--- src/design/scgc_pkg.sv ---
// constants shared by the serializer configuration/gpio device and its controller
// Function
// - controller writes new address to owning device first
// - then copies same address to other device
// - resolve both config straps to low, mid, high
// - lock set: every register write ignored
// - lock clears only on power loss or power-down
// - gpio enable forces shared input low
// - output 0 pulls low, 1 leaves undriven
// - enabled gpio inputs sampled into read-only register
// - control-channel enable low gives pins config roles
// - pin configuration latched at power-up and again after each power-down
// - enable high: mode strap picks base/bypass
// - enable low: width strap picks 24/32 bit
// - enable low: strap enables sync encoding
// - enable low: strap enables error correction
// - enable low: strap picks single/double input
// - controller turns off features deserializer lacks
// - no i2c forwarding: controller uses uart modes
// - channel rate at most 1M uart, 400k i2c
// - lock is bit 0, covers 0x00-0x1f
// - device addresses sit in bits 7:1
package scgc_pkg;
  // device register map
  localparam logic [7:0] SER_ADDR_REG   = 8'h00;
  localparam logic [7:0] DES_ADDR_REG   = 8'h01;
  localparam logic [7:0] GPIO_EN_REG    = 8'h0e;
  localparam logic [7:0] GPIO_OUT_REG   = 8'h0f;
  localparam logic [7:0] GPIO_IN_REG    = 8'h10;
  localparam logic [7:0] LOCK_RANGE_END = 8'h1f;
  localparam logic [7:0] FEAT_REG       = 8'h07;
  localparam int         LOCK_BIT       = 0;
  localparam int         ADDR_LSB       = 1;
  localparam int         FEAT_CRC_BIT   = 0;
  localparam int         FEAT_HAM_BIT   = 1;
  localparam int         FEAT_SYNC_BIT  = 2;
  localparam logic [7:0] SER_ADDR_RST   = 8'h80;
  localparam logic [7:0] DES_ADDR_RST   = 8'h90;
  localparam int         GPIO_N         = 5;
  localparam logic [4:0] GPIO_EN_RST    = 5'h00;
  localparam logic [4:0] GPIO_OUT_RST   = 5'h1f;
  localparam logic [1:0] STRAP_SETTLE   = 2'h2;
  // three-level strap codes
  localparam logic [1:0] LVL_LOW  = 2'h0;
  localparam logic [1:0] LVL_MID  = 2'h1;
  localparam logic [1:0] LVL_HIGH = 2'h2;
  // controller software port
  localparam logic [2:0] H_TADDR  = 3'h0;
  localparam logic [2:0] H_TDATA  = 3'h1;
  localparam logic [2:0] H_CTRL   = 3'h2;
  localparam logic [2:0] H_STATUS = 3'h3;
  localparam logic [2:0] H_RDATA  = 3'h4;
  localparam logic [2:0] H_COMPAT = 3'h5;
  localparam logic [2:0] H_CHAN   = 3'h6;
  localparam logic [1:0] OP_WRITE = 2'h1;
  localparam logic [1:0] OP_READ  = 2'h2;
  localparam logic [1:0] OP_ADDR  = 2'h3;
  localparam int         CTRL_TGT_BIT = 2;
  // compat bits: set means deserializer lacks the feature
  localparam int         CMP_CRC  = 0;
  localparam int         CMP_HAM  = 1;
  localparam int         CMP_SYNC = 2;
  localparam int         CMP_I2C  = 3;
  // channel rate codes
  localparam logic [1:0] RATE_100K = 2'h0;
  localparam logic [1:0] RATE_400K = 2'h1;
  localparam logic [1:0] RATE_1M   = 2'h2;
endpackage

--- src/design/scgc_link_if.sv ---
// register link between controller and serializer configuration block
`timescale 1ns/1ps
`default_nettype none
interface scgc_link_if;
  logic       tgt;
  logic [7:0] addr;
  logic [7:0] wdata;
  logic       we;
  logic       re;
  logic [7:0] rdata;
  modport dev_mp  (input tgt, addr, wdata, we, re, output rdata);
  modport host_mp (output tgt, addr, wdata, we, re, input rdata);
endinterface
`default_nettype wire

--- src/design/scgc_device.sv ---
// serializer configuration, write lock, straps and open-drain gpios
//
// Added by the designer: the address-and-strobe port.
`timescale 1ns/1ps
`default_nettype none
module scgc_device (
  input  wire logic                       mclk_i,
  input  wire logic                       rstn_i,
  scgc_link_if.dev_mp                     link,
  input  wire logic                       power_down_n_i,
  input  wire logic [1:0]                 config_strap_high_i,
  input  wire logic [1:0]                 config_strap_low_i,
  input  wire logic                       local_control_channel_enable_i,
  input  wire logic                       mode_select_strap_i,
  input  wire logic                       bus_width_select_i,
  input  wire logic                       error_correction_enable_i,
  input  wire logic                       double_input_select_i,
  input  wire logic [scgc_pkg::GPIO_N-1:0] gpio_in_i,
  output logic [scgc_pkg::GPIO_N-1:0]      gpio_out_o,
  output logic [scgc_pkg::GPIO_N-1:0]      gpio_oe_o,
  output logic [scgc_pkg::GPIO_N-1:0]      data_in_force_low_o,
  output logic [1:0]                       config_high_level_o,
  output logic [1:0]                       config_low_level_o,
  output logic                             local_channel_off_o,
  output logic                             bypass_mode_o,
  output logic                             bus_32bit_o,
  output logic                             sync_encoding_enable_o,
  output logic                             error_correction_on_o,
  output logic                             double_input_o,
  output logic                             register_write_lock_o
);
  typedef enum logic [2:0] {
    ST_SETTLE = 3'h1,
    ST_LATCH  = 3'h2,
    ST_RUN    = 3'h4
  } scgc_dstate_type;

  typedef struct packed {
    scgc_dstate_type            st;
    logic [1:0]                 cnt;
    logic [9:0]                 pin_s1;
    logic [9:0]                 pin_s2;
    logic [4:0]                 gin_s1;
    logic [4:0]                 gin_s2;
    logic [1:0]                 pd_s;
    logic [6:0]                 ser_id;
    logic [6:0]                 des_id;
    logic                       lock;
    logic [4:0]                 gpio_en;
    logic [4:0]                 gpio_out;
    logic [4:0]                 gpio_in;
    logic [7:0]                 rdata;
    logic [1:0]                 lvl_hi;
    logic [1:0]                 lvl_lo;
    logic                       lcc_off;
    logic                       bypass;
    logic                       bw32;
    logic                       sync_encoding_enable;
    logic                       edc;
    logic                       double_input_select;
    logic [4:0]                 force_low;
    logic [4:0]                 oe;
  } scgc_dev_type;

  scgc_dev_type q, d;

  // comparator pair from the pad: 11 high, 00 low, otherwise mid
  function automatic logic [1:0] lvl3(input logic [1:0] c);
    if (c == 2'h3) begin
      lvl3 = scgc_pkg::LVL_HIGH;
    end else if (c == 2'h0) begin
      lvl3 = scgc_pkg::LVL_LOW;
    end else begin
      lvl3 = scgc_pkg::LVL_MID;
    end
  endfunction

  logic wr_ok;
  logic hit;

  always_comb begin
    d = q;
    hit = (link.tgt == 1'b0);
    // pins are asynchronous: two flops before anything looks at them
    d.pin_s1 = {config_strap_high_i, config_strap_low_i,
                local_control_channel_enable_i, mode_select_strap_i,
                bus_width_select_i, error_correction_enable_i,
                double_input_select_i, 1'b0};
    d.pin_s2 = q.pin_s1;
    d.gin_s1 = gpio_in_i;
    d.gin_s2 = q.gin_s1;
    d.pd_s = {q.pd_s[0], power_down_n_i};
    // lock blocks 0x00..0x1f, i.e. every register here
    wr_ok = hit && link.we && !q.lock &&
            (link.addr <= scgc_pkg::LOCK_RANGE_END);
    case (q.st)
      ST_SETTLE: begin
        d.cnt = 2'(q.cnt + 2'h1);
        if (q.cnt == scgc_pkg::STRAP_SETTLE) begin
          d.st = ST_LATCH;
        end
      end
      ST_LATCH: begin
        // sampled once per settle; later pin activity is ignored until the next power-down
        d.lvl_hi  = lvl3(q.pin_s2[9:8]);
        d.lvl_lo  = lvl3(q.pin_s2[7:6]);
        d.lcc_off = !q.pin_s2[5];
        if (q.pin_s2[5]) begin
          d.bypass = q.pin_s2[4];
          d.bw32 = 1'b0;
          d.sync_encoding_enable = 1'b0;
          d.edc  = 1'b0;
          d.double_input_select  = 1'b0;
        end else begin
          d.bypass = 1'b0;
          d.bw32 = q.pin_s2[3];
          d.sync_encoding_enable = q.pin_s2[4];
          d.edc  = q.pin_s2[2];
          d.double_input_select  = q.pin_s2[1];
        end
        d.st = ST_RUN;
      end
      ST_RUN: begin
        if (wr_ok) begin
          if (link.addr == scgc_pkg::SER_ADDR_REG) begin
            d.ser_id = link.wdata[7:scgc_pkg::ADDR_LSB];
            d.lock = link.wdata[scgc_pkg::LOCK_BIT];
          end else if (link.addr == scgc_pkg::DES_ADDR_REG) begin
            d.des_id = link.wdata[7:scgc_pkg::ADDR_LSB];
          end else if (link.addr == scgc_pkg::GPIO_EN_REG) begin
            d.gpio_en = link.wdata[4:0];
          end else if (link.addr == scgc_pkg::GPIO_OUT_REG) begin
            d.gpio_out = link.wdata[4:0];
          end
        end
      end
      default: begin
        d.st = ST_SETTLE;
      end
    endcase
    // power-down drops the lock and re-latches the straps
    if (!q.pd_s[1]) begin
      d.lock = 1'b0;
      d.st = ST_SETTLE;
      d.cnt = 2'h0;
    end
    // enabled pin grounds the shared input
    d.force_low = q.gpio_en;
    // open drain: only a 0 drives
    d.oe = q.gpio_en & ~q.gpio_out;
    // input buffer follows enable
    d.gpio_in = q.gin_s2 & q.gpio_en;
    // reads keep working while locked
    d.rdata = 8'h00;
    if (hit && link.re) begin
      if (link.addr == scgc_pkg::SER_ADDR_REG) begin
        d.rdata = {q.ser_id, q.lock};
      end else if (link.addr == scgc_pkg::DES_ADDR_REG) begin
        d.rdata = {q.des_id, 1'b0};
      end else if (link.addr == scgc_pkg::GPIO_EN_REG) begin
        d.rdata = {3'h0, q.gpio_en};
      end else if (link.addr == scgc_pkg::GPIO_OUT_REG) begin
        d.rdata = {3'h0, q.gpio_out};
      end else if (link.addr == scgc_pkg::GPIO_IN_REG) begin
        d.rdata = {3'h0, q.gpio_in};
      end
    end
  end

  always_ff @(posedge mclk_i or negedge rstn_i) begin
    if (!rstn_i) begin
      q <= '0;
      q.st <= ST_SETTLE;
      q.ser_id <= scgc_pkg::SER_ADDR_RST[7:1];
      q.des_id <= scgc_pkg::DES_ADDR_RST[7:1];
      q.gpio_en <= scgc_pkg::GPIO_EN_RST;
      q.gpio_out <= scgc_pkg::GPIO_OUT_RST;
      q.pd_s <= 2'h3;
      q.lcc_off <= 1'b1;
    end else begin
      q <= d;
    end
  end

  // pads never drive high; the pull-up does
  assign gpio_out_o             = '0;
  assign gpio_oe_o              = q.oe;
  assign data_in_force_low_o    = q.force_low;
  assign config_high_level_o    = q.lvl_hi;
  assign config_low_level_o     = q.lvl_lo;
  assign local_channel_off_o    = q.lcc_off;
  assign bypass_mode_o          = q.bypass;
  assign bus_32bit_o            = q.bw32;
  assign sync_encoding_enable_o = q.sync_encoding_enable;
  assign error_correction_on_o  = q.edc;
  assign double_input_o         = q.double_input_select;
  assign register_write_lock_o  = q.lock;
  assign link.rdata             = q.rdata;
endmodule // scgc_device
`default_nettype wire

--- src/flat_wrapper.sv ---
// flat-port wrapper written by rule: the top's interface ports become plain ports
module scgc_device_flat 
  (mclk_i, rstn_i, power_down_n_i, config_strap_high_i, config_strap_low_i, local_control_channel_enable_i, mode_select_strap_i, bus_width_select_i, error_correction_enable_i, double_input_select_i, gpio_in_i, gpio_out_o, gpio_oe_o, data_in_force_low_o, config_high_level_o, config_low_level_o, local_channel_off_o, bypass_mode_o, bus_32bit_o, sync_encoding_enable_o, error_correction_on_o, double_input_o, register_write_lock_o, link_tgt, link_addr, link_wdata, link_we, link_re, link_rdata);
  scgc_link_if link_i ();
  input  wire logic mclk_i;
  input  wire logic rstn_i;
  input  wire logic power_down_n_i;
  input  wire logic [1:0] config_strap_high_i;
  input  wire logic [1:0] config_strap_low_i;
  input  wire logic local_control_channel_enable_i;
  input  wire logic mode_select_strap_i;
  input  wire logic bus_width_select_i;
  input  wire logic error_correction_enable_i;
  input  wire logic double_input_select_i;
  input  wire logic [scgc_pkg::GPIO_N-1:0] gpio_in_i;
  output logic [scgc_pkg::GPIO_N-1:0] gpio_out_o;
  output logic [scgc_pkg::GPIO_N-1:0] gpio_oe_o;
  output logic [scgc_pkg::GPIO_N-1:0] data_in_force_low_o;
  output logic [1:0] config_high_level_o;
  output logic [1:0] config_low_level_o;
  output logic local_channel_off_o;
  output logic bypass_mode_o;
  output logic bus_32bit_o;
  output logic sync_encoding_enable_o;
  output logic error_correction_on_o;
  output logic double_input_o;
  output logic register_write_lock_o;
  input wire logic [$bits(link_i.tgt)-1:0] link_tgt;
  input wire logic [$bits(link_i.addr)-1:0] link_addr;
  input wire logic [$bits(link_i.wdata)-1:0] link_wdata;
  input wire logic [$bits(link_i.we)-1:0] link_we;
  input wire logic [$bits(link_i.re)-1:0] link_re;
  output wire logic [$bits(link_i.rdata)-1:0] link_rdata;
  assign link_i.tgt = link_tgt;
  assign link_i.addr = link_addr;
  assign link_i.wdata = link_wdata;
  assign link_i.we = link_we;
  assign link_i.re = link_re;
  assign link_rdata = link_i.rdata;
  scgc_device u_core (.mclk_i(mclk_i), .rstn_i(rstn_i), .link(link_i), .power_down_n_i(power_down_n_i), .config_strap_high_i(config_strap_high_i), .config_strap_low_i(config_strap_low_i), .local_control_channel_enable_i(local_control_channel_enable_i), .mode_select_strap_i(mode_select_strap_i), .bus_width_select_i(bus_width_select_i), .error_correction_enable_i(error_correction_enable_i), .double_input_select_i(double_input_select_i), .gpio_in_i(gpio_in_i), .gpio_out_o(gpio_out_o), .gpio_oe_o(gpio_oe_o), .data_in_force_low_o(data_in_force_low_o), .config_high_level_o(config_high_level_o), .config_low_level_o(config_low_level_o), .local_channel_off_o(local_channel_off_o), .bypass_mode_o(bypass_mode_o), .bus_32bit_o(bus_32bit_o), .sync_encoding_enable_o(sync_encoding_enable_o), .error_correction_on_o(error_correction_on_o), .double_input_o(double_input_o), .register_write_lock_o(register_write_lock_o));
endmodule
--- config.mk ---
export PLATFORM = sky130hd
export DESIGN_NAME = scgc_device_flat
export DESIGN_NICKNAME = d
export VERILOG_FILES = /design/src/design/scgc_pkg.sv /design/src/design/scgc_link_if.sv /design/src/design/scgc_device.sv /design/src/flat_wrapper.sv
export SDC_FILE = /design/constraint.sdc
export NUM_CORES = 1
export LEC_CHECK = 0
export ABC_AREA = 0
export BUFFER_PORTS_ARGS = -buffer_cell sky130_fd_sc_hd__buf_2
export CORE_MARGIN = 2
export CORE_UTILIZATION = 35
export DETAILED_ROUTE_END_ITERATION = 10
export SYNTH_ARGS = -nofsm -noshare
export SYNTH_HDL_FRONTEND = slang
export SYNTH_SLANG_ARGS = --single-unit
--- constraint.sdc ---
create_clock -name mclk_i -period 1.8 [get_ports mclk_i]
set_input_delay 0 -clock mclk_i [delete_from_list [all_inputs] [get_ports mclk_i]]
set_output_delay 0 -clock mclk_i [all_outputs]
set_load 0.01 [all_outputs]
==> results.cfg <==
[outcome]
status = complete, no violations

[final_layout]
nNetsFinal = 385
final.fill_count = 946
drive_gt1_share_pct = 40.5
post-route-util_pct = 43.9
ff_latch_area_mm2 = 0.00234
num_antenna_cells = 0
syn2layout_area_growth_pct = 23.7
multi_input_area_mm2 = 0.00103

[routing]
wl_um = 6910
wire_per_inst_um = 14.2
drc = 0
vias_per_cell = 4.49
wl_met2_um = 3400
ant_nets = 0
initialDrtViolationCount = 79
top_layer_used = met4
drtPass1Iterations = 4
met3WireLength_um = 303
m1WireLength_um = 3100
via_count = 2185

[sta]
rsz0062_at_grt = false
worst_pin_slew_ps = 530
clock-skew-final_ps = 12.9
hold_violations = 0
relSlewSlack_pct = 64.7
min_period_over_period_pct = 94.2
fmax_ghz = 0.590
slew_viol_final = 0
fin_crit_ps = 1690
setup_viol = 0
tns_ps = 0

[yosys]
yosys.cell_count.top_type = dfrtp_1
synth_top_area_share_pct = 56.3
synth_area_leaders = dfrtp_1 (56%), dfstp_2 (8.8%), mux2_2 (7.2%)
synth-edff-count = 0
seq_area_frac_synth_pct = 65.1
synth_seq_cells = 93
synth_common_cells = dfrtp_1 (81), buf_4 (27), mux2_2 (23), dfstp_2 (12), nand2_1 (12)
yosysUniqueCellTypes = 37
post-synth-top-area-cell = dfrtp_1
yosys_warnings = 0
avgSynthCellArea_um2 = 13.8
async_reset_ff_share_pct = 100
synth-main-ff-cell = dfrtp_1
synth_cells = 261
synth_area_mm2 = 0.00360

[global_route]
grtUsageTotal_pct = 13.5
grt_overflow = 0
grt_pass1_wl_um = 11600
grt_pass1_vias = 2325
grt_max_degree = 55
antenna_found_initial = 0

[die]
dieArea_mm2 = 0.0111
pin_count = 70
core_mm2 = 0.0101
die_h_um = 105
start_util_pct = 35.5
die_w_um = 105
fp-row-count = 37

[worst_hold_path]
min_path_type = input pin to register
min_to = u_core.link.rdata[6]
hold_path_depth = 3
min_from = link_addr[0]

[critical_path]
crit_required_ps = 2080
cp_max_fo = 3
r2r_slack_ps = 110
reg2reg_depth = 6
startpoint_type = register
reg2reg_from = u_core.register_write_lock_o
regToRegEndpoint = u_core.q[36]
critPathCaptureType = register
path_class = register to register
cp.arrival_ps = 1980

[clock_network]
cts_buffers = 9
clockBufferDepth = 2
clock_latency_ps = 360
cts.sinks = 93
path_clk_slew_ps = 100
cts-root-buf = clkbuf_8
cts_tree = done
htreeDepth = 3
cts_setup_buffers = 0

[pwr]
irDropWorstVdd_uv = 456
leakage_nw = 2.27
power_density_mw_per_mm2 = 915

[flow_run]
drv_cap = 0

[place]
numPortBuffers = 64
gp_congestion = 0.819
place_hpwl_um = 5020
## state kept, by name, indices dropped and copies added (netlist names)
| signal | cells |
|---|---|
| u_core.register_write_lock_o | 1 |
| u_core.link.rdata | 8 |
| u_core.bus_32bit_o | 1 |
| u_core.d | 20 |
| u_core.gpio_oe_o | 5 |
| u_core.double_input_o | 1 |
| u_core.sync_encoding_enable_o | 1 |
| u_core.data_in_force_low_o | 5 |
| u_core.error_correction_on_o | 1 |
| u_core.q | 44 |
| u_core.local_channel_off_o | 1 |
| u_core.config_low_level_o | 2 |
| u_core.config_high_level_o | 2 |
| u_core.bypass_mode_o | 1 |
## power breakdown
| group | switching [mW] | internal [mW] | total, mW |
|---|---|---|---|
| Sequential | 0.0590 | 2.22 | 2.28 |
| Clock | 0.793 | 0.545 | 1.34 |
| Combinational | 0.232 | 0.224 | 0.456 |
| Total | 1.08 | 2.99 | 4.07 |
## through the flow
step | hold WS (ps) | setup slack [ps] | power, mW | cell area [um^2] | instances
floorplan | -296 | 78.8 | 2.57 | 3610 | 265
global placement | 14.5 | 58.1 | 2.72 | 4000 | 447
detailed placement | 16.4 | 25.0 | 2.75 | 4000 | 447
CTS | 45.3 | 8.86 | 4.14 | 4440 | 487
global route | 55.1 | 22.0 | 4.30 | 4450 | 487
finish | 56.1 | 105 | 4.07 | 4450 | 487
## worst max path at each step
stage	startpoint	endpoint	slack (ps)	cells after the start
2_1_floorplan	u_core.register_write_lock_o	u_core.d[5]	80	5
6_report	u_core.register_write_lock_o	u_core.q[36]	110	6
3_5_place_dp	u_core.register_write_lock_o	u_core.d[7]	20	4
5_1_grt	u_core.register_write_lock_o	u_core.q[36]	20	6
4_1_cts	u_core.register_write_lock_o	u_core.d[9]	9	4
3_3_place_gp	link_addr[5]	u_core.d[8]	60	5
## worst max-delay path, cell delays in order (launching register included)
cell     delay, ps
dfrtp_1        400
nor4_2         280
nand3_1        140
buf_4          170
nor3_4         120
buf_4          170
mux2_2         330
## layout by cell type (no fill, tap or decap), types with 3 or more instances in the layout
cell type / n
dfstp_2: 12
a31oi_1: 4
mux2_4: 5
nor2b_1: 7
mux2i_1: 9
dlygate4sd3_1: 24
inv_1: 6
mux2_2: 23
dfrtp_1: 81
o32ai_1: 3
ha_1: 3
and3_1: 6
clkbuf_8: 9
buf_2: 63
o21ai_0: 9
nor3_1: 5
inv_6: 4
nor2_1: 6
conb_1: 5
buf_4: 16
nand2_1: 12
nand2b_1: 5
and2_1: 6
## kinds of logic after synthesis
group	share of synthesized area, %
DFF	65.1
and+or+nand+nor	9.46
buffers and inverters	7.27
muxes	11.8
AOI/OAI and AO/OA	4.76
adders and majority gates	1.04
xor gates and xnor gates	0.487
other	0.104
## area by class of cell
cell class | count | share of cell area (%)
Sequential cell | 93 | 52.6
Multi-Input combinational cell | 132 | 23.1
Timing Repair Buffer | 104 | 15.6
Tap cell | 136 | 3.82
Clock buffer | 9 | 2.78
Clock inverter | 7 | 1.60
Inverter | 6 | 0.506
## routing by layer
| metal | vias to the layer above | global-route usage [%] |
|---|---|---|
| met2 | 55 | 22.5 |
| met1 | 1084 | 17.3 |
| met4 | 0 | 3.81 |
| li1 | 1038 | - |
| met3 | 8 | 3.71 |
| met5 | - | 0 |
## what timing repair did
action,4_1_cts,5_1_grt
hold buffers,24,0
endpoints found under the hold margin,78,0
gates resized for setup,0,3
setup endpoints to repair,0,14
(Power assumes the default switching activity.)
